[src/pcb_params.svh]
// Constants of the program control branch unit: widths, codes, offsets.
// Assumes a 40 MHz single clock and APB register access.
`ifndef PCB_PARAMS_SVH
`define PCB_PARAMS_SVH

// ----------------------------------------
// Word and character layout
// ----------------------------------------
`define PCB_CW 6
`define PCB_WW 48
`define PCB_AW 17
`define PCB_MODE_BIT 4
`define PCB_SIGN_BIT 5
`define PCB_CHAR_POS_MAX 4'h7
`define PCB_BIT_POS_MAX 4'h6

// ----------------------------------------
// Index registers
// ----------------------------------------
`define PCB_XR_AW 5
`define PCB_XR_COUNT 5'h11
`define PCB_INC_MAX 4'h9
`define PCB_MEM_LIMIT 17'h0F9FF

// ----------------------------------------
// Halt selector codes
// ----------------------------------------
`define PCB_HALT_Z 6'h05
`define PCB_HALT_Y 6'h3B
`define PCB_BP_Y_FIRST 6'h21
`define PCB_BP_COUNT 9

// ----------------------------------------
// Register map
// ----------------------------------------
`define PCB_OFF_STATUS 8'h00
`define PCB_OFF_CTRL 8'h04
`define PCB_OFF_NEXT 8'h08
`define PCB_CTRL_BPEN 0
`define PCB_CTRL_START 1
`define PCB_CTRL_RST 1'h1

`endif

[src/pcb_pkg.sv]
// Types of the program control branch unit.
// Assumes pcb_params.svh supplies the numeric constants.

package pcb_pkg;

  // ----------------------------------------
  // Instruction classes seen by the unit
  // ----------------------------------------
  typedef enum logic [2:0] {
    PCB_OP_NOP,
    PCB_OP_JUMP,
    PCB_OP_TEST,
    PCB_OP_BITCMP,
    PCB_OP_EXEC,
    PCB_OP_INDEX,
    PCB_OP_HALT,
    PCB_OP_OTHER
  } pcb_op_t;

  // ----------------------------------------
  // Sequencer states
  // ----------------------------------------
  typedef enum logic [1:0] {
    PCB_ST_IDLE,
    PCB_ST_XR_CALC,
    PCB_ST_HALTED
  } pcb_state_t;

endpackage

[src/pcb_xr_if.sv]
// Index register file port between sequencer and storage.
// Assumes one clock; read data one cycle after the read strobe.
`timescale 1ns/1ps
`include "pcb_params.svh"

interface pcb_xr_if;
  logic rd_en;
  logic [`PCB_XR_AW-1:0] rd_addr;
  logic [`PCB_AW-1:0] rd_data;
  logic wr_en;
  logic [`PCB_XR_AW-1:0] wr_addr;
  logic [`PCB_AW-1:0] wr_data;

  modport seq (output rd_en, output rd_addr, input rd_data,
    output wr_en, output wr_addr, output wr_data);
  modport mem (input rd_en, input rd_addr, output rd_data,
    input wr_en, input wr_addr, input wr_data);
endinterface

[src/pcb_branch_unit.sv]
// Program control sequencing: jump, test, bit compare, execute,
// index modify with branch, halt; APB status and control.
// Assumes fetch logic supplies decoded class, selector characters and
// the final effective address; console buttons arrive unsynchronised.
`timescale 1ns/1ps
`include "pcb_params.svh"

module pcb_branch_unit (
  input wire logic clk,
  input wire logic reset,
  input wire logic instr_valid,
  output logic instr_ready,
  input pcb_pkg::pcb_op_t instr_op,
  input wire logic [`PCB_CW-1:0] instr_z,
  input wire logic [`PCB_CW-1:0] instr_y,
  input wire logic [`PCB_AW-1:0] eff_addr,
  input wire logic [`PCB_AW-1:0] seq_addr,
  input wire logic [`PCB_WW-1:0] accum,
  input wire logic [`PCB_WW-1:0] mem_operand,
  input wire logic test_line,
  input wire logic other_jump,
  output logic [2*`PCB_CW-1:0] test_sel,
  output logic done,
  output logic [`PCB_AW-1:0] next_addr,
  output logic jumped,
  output logic strip_options,
  output logic cmp_equal,
  output logic cmp_equal_compl,
  output logic halted,
  input wire logic [`PCB_BP_COUNT-1:0] bp_switch_pin,
  input wire logic start_pin,
  input wire logic step_pin,
  input wire logic psel,
  input wire logic penable,
  input wire logic pwrite,
  input wire logic [7:0] paddr,
  input wire logic [31:0] pwdata,
  output logic [31:0] prdata,
  output logic pready,
  output logic pslverr
);

  localparam int PIN_W = `PCB_BP_COUNT + 2;

  pcb_pkg::pcb_state_t state_reg;
  pcb_pkg::pcb_state_t state_next;
  logic [`PCB_CW-1:0] ir_z_reg;
  logic [`PCB_CW-1:0] ir_y_reg;
  logic [`PCB_AW-1:0] ea_reg;
  logic [`PCB_AW-1:0] seq_reg;
  logic [PIN_W-1:0] pin_s1_reg;
  logic [PIN_W-1:0] pin_s2_reg;
  logic [PIN_W-1:0] pin_s3_reg;
  logic [PIN_W-1:0] pin_val_reg;
  logic [PIN_W-1:0] pin_prev_reg;
  logic exec_pending_reg;
  logic exec_follow_reg;
  logic [`PCB_AW-1:0] ret_addr_reg;
  logic done_reg;
  logic jumped_reg;
  logic [`PCB_AW-1:0] next_addr_reg;
  logic cmp_eq_reg;
  logic cmp_cp_reg;
  logic bp_enable_reg;
  logic sw_start_reg;
  logic [31:0] prdata_reg;
  logic accept;
  logic resume;
  logic fin_valid;
  logic fin_taken;
  logic [`PCB_AW-1:0] fin_target;
  logic [`PCB_AW-1:0] fin_seq;
  logic launch;
  logic cmp_load;
  logic cmp_eq_next;
  logic cmp_cp_next;
  logic [`PCB_CW-1:0] tb_char;
  logic [`PCB_CW-1:0] cmp_diff;
  logic halt_cond;
  logic sel_ok;
  logic in_range;
  logic signed [`PCB_AW+1:0] xr_sum;
  logic signed [`PCB_CW-1:0] inc_val;
  logic [`PCB_CW-1:0] bp_idx;
  logic apb_wr;
  logic apb_mapped;

  pcb_xr_if xr ();

  pcb_xr_mem u_xr_mem (
    .clk(clk),
    .reset(reset),
    .xr(xr.mem)
  );

  // ----------------------------------------
  // Helpers
  // ----------------------------------------
  function automatic logic [`PCB_CW-1:0] char_at(input logic [`PCB_WW-1:0] w,
                                                 input logic [`PCB_CW-1:0] c);
    char_at = w[c[2:0]*`PCB_CW +: `PCB_CW];
  endfunction

  function automatic logic signed [`PCB_CW-1:0] inc_of(input logic [`PCB_CW-1:0] y);
    logic [`PCB_CW-1:0] mag;
    mag = (y[3:0] > `PCB_INC_MAX) ? '0 : {2'h0, y[3:0]};
    inc_of = y[`PCB_SIGN_BIT] ? -$signed(mag) : $signed(mag);
  endfunction

  function automatic logic [`PCB_XR_AW-1:0] xr_slot(input logic [`PCB_CW-1:0] z);
    xr_slot = z[`PCB_XR_AW-1:0] - 5'h01;
  endfunction

  // ----------------------------------------
  // Console pins: three stages, accepted when stages two and three agree
  // ----------------------------------------
  always_ff @(posedge clk) begin
    if (reset) begin
      pin_s1_reg <= '0;
      pin_s2_reg <= '0;
      pin_s3_reg <= '0;
      pin_val_reg <= '0;
      pin_prev_reg <= '0;
    end else begin
      pin_s1_reg <= {step_pin, start_pin, bp_switch_pin};
      pin_s2_reg <= pin_s1_reg;
      pin_s3_reg <= pin_s2_reg;
      pin_val_reg <= (~(pin_s2_reg ^ pin_s3_reg) & pin_s3_reg)
        | ((pin_s2_reg ^ pin_s3_reg) & pin_val_reg);
      pin_prev_reg <= pin_val_reg;
    end
  end

  // Start and step both count on the press, not while held
  assign resume = (state_reg == pcb_pkg::PCB_ST_HALTED) && (sw_start_reg
    || (pin_val_reg[PIN_W-2] && !pin_prev_reg[PIN_W-2])
    || (pin_val_reg[PIN_W-1] && !pin_prev_reg[PIN_W-1]));

  // ----------------------------------------
  // Decode and decision
  // ----------------------------------------
  assign instr_ready = (state_reg == pcb_pkg::PCB_ST_IDLE);
  assign accept = instr_valid && instr_ready;
  assign test_sel = {instr_z, instr_y};
  assign tb_char = char_at(accum, instr_z);
  assign cmp_diff = (tb_char ^ char_at(mem_operand, instr_z)) & instr_y;
  assign bp_idx = instr_y - `PCB_BP_Y_FIRST;
  assign halt_cond = (instr_z == `PCB_HALT_Z) && ((instr_y == `PCB_HALT_Y)
    || (bp_idx < `PCB_BP_COUNT && bp_enable_reg
    && pin_val_reg[bp_idx[3:0]]));
  assign sel_ok = (ir_z_reg[`PCB_XR_AW-1:0] != '0)
    && (ir_z_reg[`PCB_XR_AW-1:0] <= `PCB_XR_COUNT);
  assign inc_val = inc_of(ir_y_reg);
  assign xr_sum = $signed({2'h0, xr.rd_data})
    + $signed({{(`PCB_AW-4){inc_val[`PCB_CW-1]}}, inc_val});
  assign in_range = !xr_sum[`PCB_AW+1] && !xr_sum[`PCB_AW]
    && (xr_sum[`PCB_AW-1:0] <= `PCB_MEM_LIMIT);

  always_comb begin
    state_next = state_reg;
    fin_valid = 1'b0;
    fin_taken = 1'b0;
    fin_target = ea_reg;
    fin_seq = seq_reg;
    launch = 1'b0;
    cmp_load = 1'b0;
    cmp_eq_next = cmp_eq_reg;
    cmp_cp_next = cmp_cp_reg;
    case (state_reg)
      pcb_pkg::PCB_ST_IDLE: begin
        fin_target = eff_addr;
        fin_seq = seq_addr;
        if (accept) begin
          case (instr_op)
            pcb_pkg::PCB_OP_NOP: begin
              fin_valid = 1'b1;
            end
            pcb_pkg::PCB_OP_JUMP: begin
              fin_valid = 1'b1;
              fin_taken = 1'b1;
            end
            pcb_pkg::PCB_OP_TEST: begin
              fin_valid = 1'b1;
              fin_taken = (test_line == instr_y[`PCB_SIGN_BIT]);
            end
            pcb_pkg::PCB_OP_BITCMP: begin
              fin_valid = 1'b1;
              if (!instr_z[`PCB_MODE_BIT]) begin
                fin_taken = (instr_z[3:0] <= `PCB_CHAR_POS_MAX)
                  && (instr_y[3:0] != 4'h0) && (instr_y[3:0] <= `PCB_BIT_POS_MAX)
                  && tb_char[instr_y[2:0] - 3'h1];
              end else begin
                cmp_load = 1'b1;
                cmp_eq_next = (cmp_diff == '0);
                cmp_cp_next = (cmp_diff == instr_y);
              end
            end
            pcb_pkg::PCB_OP_EXEC: begin
              launch = 1'b1;
            end
            pcb_pkg::PCB_OP_INDEX: begin
              state_next = pcb_pkg::PCB_ST_XR_CALC;
            end
            pcb_pkg::PCB_OP_HALT: begin
              if (halt_cond) begin
                state_next = pcb_pkg::PCB_ST_HALTED;
              end else begin
                fin_valid = 1'b1;
              end
            end
            default: begin
              fin_valid = 1'b1;
              fin_taken = other_jump;
            end
          endcase
        end
      end
      pcb_pkg::PCB_ST_XR_CALC: begin
        fin_valid = 1'b1;
        fin_taken = sel_ok && in_range;
        state_next = pcb_pkg::PCB_ST_IDLE;
      end
      pcb_pkg::PCB_ST_HALTED: begin
        if (resume) begin
          fin_valid = 1'b1;
          fin_taken = 1'b1;
          state_next = pcb_pkg::PCB_ST_IDLE;
        end
      end
      default: begin
        state_next = pcb_pkg::PCB_ST_IDLE;
      end
    endcase
  end

  // Index file traffic; out-of-range results leave the register unchanged
  assign xr.rd_en = accept && (instr_op == pcb_pkg::PCB_OP_INDEX);
  assign xr.rd_addr = xr_slot(instr_z);
  assign xr.wr_en = (state_reg == pcb_pkg::PCB_ST_XR_CALC) && sel_ok && in_range;
  assign xr.wr_addr = xr_slot(ir_z_reg);
  assign xr.wr_data = xr_sum[`PCB_AW-1:0];

  // ----------------------------------------
  // State and latched instruction fields
  // ----------------------------------------
  always_ff @(posedge clk) begin
    if (reset) begin
      state_reg <= pcb_pkg::PCB_ST_IDLE;
    end else begin
      state_reg <= state_next;
    end
  end

  always_ff @(posedge clk) begin
    if (reset) begin
      ir_z_reg <= '0;
      ir_y_reg <= '0;
      ea_reg <= '0;
      seq_reg <= '0;
    end else if (accept) begin
      ir_z_reg <= instr_z;
      ir_y_reg <= instr_y;
      ea_reg <= eff_addr;
      seq_reg <= seq_addr;
    end
  end

  // ----------------------------------------
  // Execute tracking
  // ----------------------------------------
  always_ff @(posedge clk) begin
    if (reset) begin
      exec_pending_reg <= 1'b0;
      exec_follow_reg <= 1'b0;
      ret_addr_reg <= '0;
    end else if (launch) begin
      exec_pending_reg <= 1'b1;
      exec_follow_reg <= instr_z[`PCB_MODE_BIT];
      ret_addr_reg <= seq_addr;
    end else if (fin_valid) begin
      exec_pending_reg <= 1'b0;
    end
  end

  // Fetch must drop modify and flag-return options while this is high
  assign strip_options = exec_pending_reg;

  // ----------------------------------------
  // Completion outputs
  // ----------------------------------------
  always_ff @(posedge clk) begin
    if (reset) begin
      done_reg <= 1'b0;
      jumped_reg <= 1'b0;
      next_addr_reg <= '0;
    end else begin
      done_reg <= fin_valid || launch;
      if (launch) begin
        jumped_reg <= 1'b1;
        next_addr_reg <= eff_addr;
      end else if (fin_valid) begin
        jumped_reg <= fin_taken;
        if (exec_pending_reg) begin
          next_addr_reg <= (exec_follow_reg && fin_taken) ? fin_target
            : ret_addr_reg;
        end else begin
          next_addr_reg <= fin_taken ? fin_target : fin_seq;
        end
      end
    end
  end

  assign done = done_reg;
  assign jumped = jumped_reg;
  assign next_addr = next_addr_reg;
  assign halted = (state_reg == pcb_pkg::PCB_ST_HALTED);

  // ----------------------------------------
  // Compare flags
  // ----------------------------------------
  always_ff @(posedge clk) begin
    if (reset) begin
      cmp_eq_reg <= 1'b0;
      cmp_cp_reg <= 1'b0;
    end else if (cmp_load) begin
      cmp_eq_reg <= cmp_eq_next;
      cmp_cp_reg <= cmp_cp_next;
    end
  end

  assign cmp_equal = cmp_eq_reg;
  assign cmp_equal_compl = cmp_cp_reg;

  // ----------------------------------------
  // APB slave: zero wait, read data captured in the setup cycle
  // ----------------------------------------
  assign apb_mapped = (paddr == `PCB_OFF_STATUS) || (paddr == `PCB_OFF_CTRL)
    || (paddr == `PCB_OFF_NEXT);
  assign apb_wr = psel && penable && pwrite && apb_mapped;
  assign pready = 1'b1;
  assign pslverr = psel && penable && !apb_mapped;
  assign prdata = prdata_reg;

  always_ff @(posedge clk) begin
    if (reset) begin
      bp_enable_reg <= `PCB_CTRL_RST;
      sw_start_reg <= 1'b0;
    end else begin
      sw_start_reg <= apb_wr && (paddr == `PCB_OFF_CTRL) && pwdata[`PCB_CTRL_START];
      if (apb_wr && (paddr == `PCB_OFF_CTRL)) begin
        bp_enable_reg <= pwdata[`PCB_CTRL_BPEN];
      end
    end
  end

  always_ff @(posedge clk) begin
    if (reset) begin
      prdata_reg <= '0;
    end else if (psel && !penable) begin
      case (paddr)
        `PCB_OFF_STATUS: prdata_reg <= {27'h0, exec_follow_reg, exec_pending_reg,
          halted, cmp_cp_reg, cmp_eq_reg};
        `PCB_OFF_CTRL: prdata_reg <= {31'h0, bp_enable_reg};
        `PCB_OFF_NEXT: prdata_reg <= {15'h0, next_addr_reg};
        default: prdata_reg <= '0;
      endcase
    end
  end
endmodule

[src/pcb_xr_mem.sv]
// Seventeen index registers with a registered read port.
// Assumes the caller keeps addresses below the register count.
`timescale 1ns/1ps
`include "pcb_params.svh"

module pcb_xr_mem (
  input wire logic clk,
  input wire logic reset,
  pcb_xr_if.mem xr
);

  logic [`PCB_AW-1:0] store_reg [`PCB_XR_COUNT];
  logic [`PCB_AW-1:0] rd_data_reg;

  // ----------------------------------------
  // Storage
  // ----------------------------------------
  always_ff @(posedge clk) begin
    if (reset) begin
      for (int i = 0; i < `PCB_XR_COUNT; i++) begin
        store_reg[i] <= '0;
      end
    end else if (xr.wr_en) begin
      store_reg[xr.wr_addr] <= xr.wr_data;
    end
  end

  always_ff @(posedge clk) begin
    if (reset) begin
      rd_data_reg <= '0;
    end else if (xr.rd_en) begin
      rd_data_reg <= store_reg[xr.rd_addr];
    end
  end

  assign xr.rd_data = rd_data_reg;

endmodule

[config.mk]
export PLATFORM = sky130hd
export DESIGN_NAME = pcb_branch_unit
export DESIGN_NICKNAME = d
export VERILOG_FILES = /design/src/pcb_pkg.sv /design/src/pcb_xr_if.sv /design/src/pcb_branch_unit.sv /design/src/pcb_xr_mem.sv
export VERILOG_INCLUDE_DIRS = /design/src
export SDC_FILE = /design/constraint.sdc
export NUM_CORES = 1
export LEC_CHECK = 0
export ABC_AREA = 0
export BUFFER_PORTS_ARGS = -buffer_cell sky130_fd_sc_hd__buf_2
export CAP_MARGIN = 20
export CORE_MARGIN = 4
export CORE_UTILIZATION = 55
export CTS_CLUSTER_SIZE = 24
export DETAILED_ROUTE_END_ITERATION = 6
export PLACE_DENSITY = 0.76
export SLEW_MARGIN = 20
export SYNTH_ARGS = -nofsm -noshare
export SYNTH_HDL_FRONTEND = slang
export SYNTH_SLANG_ARGS = --single-unit
[constraint.sdc]
create_clock -name clk -period 11.38 [get_ports clk]
set_input_delay 2.276 -clock clk [delete_from_list [all_inputs] [get_ports clk]]
set_output_delay 2.276 -clock clk [all_outputs]
set_load 0.02 [all_outputs]
==> out/results.tsv <==
metric	value	unit
Reg clk slew, reported paths	0.06	ns
Die ar.	61000	sq um
fin. max-slew vios	0	
top-area cell type share of the netlist area	52.0	%
non-filler cells, final	3554	
root buf cell	clkbuf_16	
DR pass1 iterations	6	
DP Worst Slack	4.95	ns
largest family of logic cells by synthesized area	multiplexers	
setup bufs post-CTS	0	
CTS Buffer Depth	3	
Port-buffer cells	227	
final number of setup-violating endpoints	0	
status	finished, final reports clean	
PwrDens	163	nW/um^2
post-synthesis simple-gate area fraction	10.2	%
Tcrit/Tclk final	56.8	%
fmax	0.155	GHz
RSZ-0062 raised after global routing	false	
Mapped Cells	2296	
number of flops mapped to enable cells by yosys	544	
CP Class	flip-flop to flip-flop	
clock latency at the later pin of the worst-skew pair	0.62	ns
Die Wd	247	um
vias in the first global route	20500	
CTS tree	yes	
max_cap viols	0	
WL final	75.5	mm
Seq/Total Area, Yosys	62.7	%
critical path endpoint category	flip-flop	
gr ovfl total	0	
main flop type after synthesis	edfxtp_1	
Peak VDD IR	0.000145	V
# diodes	0	
num rows	87	
Nets	2970	
setup TNS	0	ns
share of post-route cells with drive strength above 1	21.8	%
Initial DRC Count	2383	
worst endpoint required time	11.73	ns
Final Wtd Congestion	0.862	
# hold bufs at CTS	0	
Top Ports	274	
CTS sink count	712	
Worst Skew	0.0286	ns
Worst-Margin Slew	1.16	ns
post-layout min period	6.46	ns
mean number of vias per cell	5.86	
largest net degree at the start of global routing	102	
GRT Util Overall	24.5	%
ranking of synthesized cells by area	edfxtp_1 (52%), mux4_2 (14%), dfxtp_1 (11%)	
complex-gate fraction of the synthesized area	6.10	%
Critical Path Start Type	flip-flop	
Worst slew margin	22.3	%
starting density of the core	55.6	%
core outline area	56500	sq um
FF+latch count, synth	712	
drt drc	0	
Hold Fails Final Rpt	0	
placed insts	3420	
leakage	0.0140	uW
fraction of synthesis flops using an asynchronous set or reset pin	0	%
initial antenna violation count	1	
mux share of post-synthesis cell area	15.9	%
P&R area growth vs syn	16.5	%
post-CTS resize count	0	
Yosys cell types	69	
wire per inst	21.2	um
Largest register FFs	544	
Fillers	3989	
CTS H-Tree Depth	3	
Synth Area in XOR/XNOR	0.725	%
Antenna Nets Post-Route	0	
Die H	247	um
Adder-Cell Fraction of Synth Area	1.10	%
final HPWL from detailed placement	45.7	mm
Synth Area per Inst	13.7	sq um
Post-Syn Area	31400	sq um
arrival time worst endpoint	6.82	ns
synth warn	0	
worst hold path type	flip-flop to flip-flop	
Crit Path Max Fanout	19	
register area	19700	sq um
routed vias	20800	
global-route wire length before repair	115	mm
post-layout util	64.8	%
CTS buffer count	73	
cell accounting for the most synthesized area	edfxtp_1	
area occupied by multi-input gates	11900	sq um
setup ws final	4.92	ns
synthesized netlist by cell type (all sizes together), types with 3 or more instances:
cell	instances
edfxtp	544
nor2	334
nand2	245
mux4	197
dfxtp	168
clkbuf	135
a21oi	115
mux2i	53
buf	50
inv	47
o21ai	45
nor2b	40
a211oi	36
nand2b	28
ha	26
nand3	25
a22oi	20
and3	19
nor3	17
o31ai	16
o32ai	14
xor2	14
xnor2	12
o211ai	9
and2	8
a31oi	7
a21o	6
or3	6
nor3b	5
o221ai	5
nand3b	4
nand4	4
o22ai	4
or4	4
nor4	3
worst paths after layout:
kind	from	to	slack, ns	depth (start not counted)
setup / recovery	ir_y_reg[1]	u_xr_mem.store_reg[5][7]	4.92	20
hold / removal	pin_s1_reg[5]	pin_s2_reg[5]	0.44	1
hold reg to reg	pin_s1_reg[5]	pin_s2_reg[5]	0.44	1
setup reg to reg	ir_y_reg[1]	u_xr_mem.store_reg[5][7]	4.92	20
final cells by class:
class | instances | share of cell area, %
clock inverter | 29 | 0.789
clock buffer | 105 | 5.93
tap | 756 | 2.58
sequential | 712 | 53.8
timing repair buffer | 267 | 4.00
multi-input combinational | 1637 | 32.4
inverter | 48 | 0.492
routing by layer:
metal | GRT usage, % | wire, um | up-vias | share of wire, %
met5 | 0 | 14 | - | 0.019
met4 | 10.0 | 3060 | 2 | 4.0
met3 | 5.50 | 7150 | 216 | 9.5
met2 | 39.2 | 36600 | 1122 | 49
met1 | 32.9 | 28600 | 10300 | 38
li1 | - | - | 9148 | -
critical path: stages, from the launching register on:
cell      delay (ns)
dfxtp_1         0.35
o21ai_0         0.22
and2_1          0.20
inv_1           0.06
ha_1            0.27
nand2_1         0.05
o21ai_0         0.19
inv_1           0.11
fa_1            0.42
nand2b_1        0.19
a21oi_1         0.33
o41a_1          0.32
a2111o_1        0.19
o211ai_2        0.09
buf_4           0.21
nand4b_1        0.28
o41ai_4         0.66
nor3b_2         0.15
nand2_1         0.83
nand2b_1        0.67
buf_4           0.41
through the flow:
step | hold slack, ns | power [uW] | cell area, sq um
6_report | 0.437 | 5980 | 36600
5_1_grt | 0.464 | 6190 | 36600
4_1_cts | 0.439 | 6010 | 36600
3_5_place_dp | 0.425 | 3620 | 34100
3_3_place_gp | 0.424 | 3590 | 34100
2_1_floorplan | 0.414 | 3430 | 32500
cells by family after synthesis:
kind of cell | after synthesis
multiplexers | 252
XOR/XNOR | 26
buffers and inverters | 233
other | 2
adder cells (fa/ha/maj) | 27
AND/OR/NAND/NOR | 747
AO/OA/AOI/OAI | 297
flip-flops | 712
report_power, final:
group | total, uW | switching, uW | internal, uW
Clock | 2410 | 986 | 1420
Combinational | 581 | 336 | 245
Sequential | 2990 | 45.1 | 2950
Total | 5980 | 1370 | 4610
cells in the final DEF, fill, tap and decap left out, types with 36 or more instances in the layout:
| cell type | n |
|---|---|
| mux4_2 | 197 |
| conb_1 | 288 |
| nor2_1 | 333 |
| edfxtp_1 | 544 |
| a21oi_1 | 112 |
| nor2b_1 | 40 |
| clkbuf_16 | 75 |
| dfxtp_1 | 168 |
| mux2i_1 | 53 |
| a211oi_1 | 36 |
| buf_2 | 225 |
| buf_4 | 39 |
| nand2_1 | 245 |
| inv_1 | 45 |
| o21ai_0 | 42 |
Power figures use the tool's default switching activity.
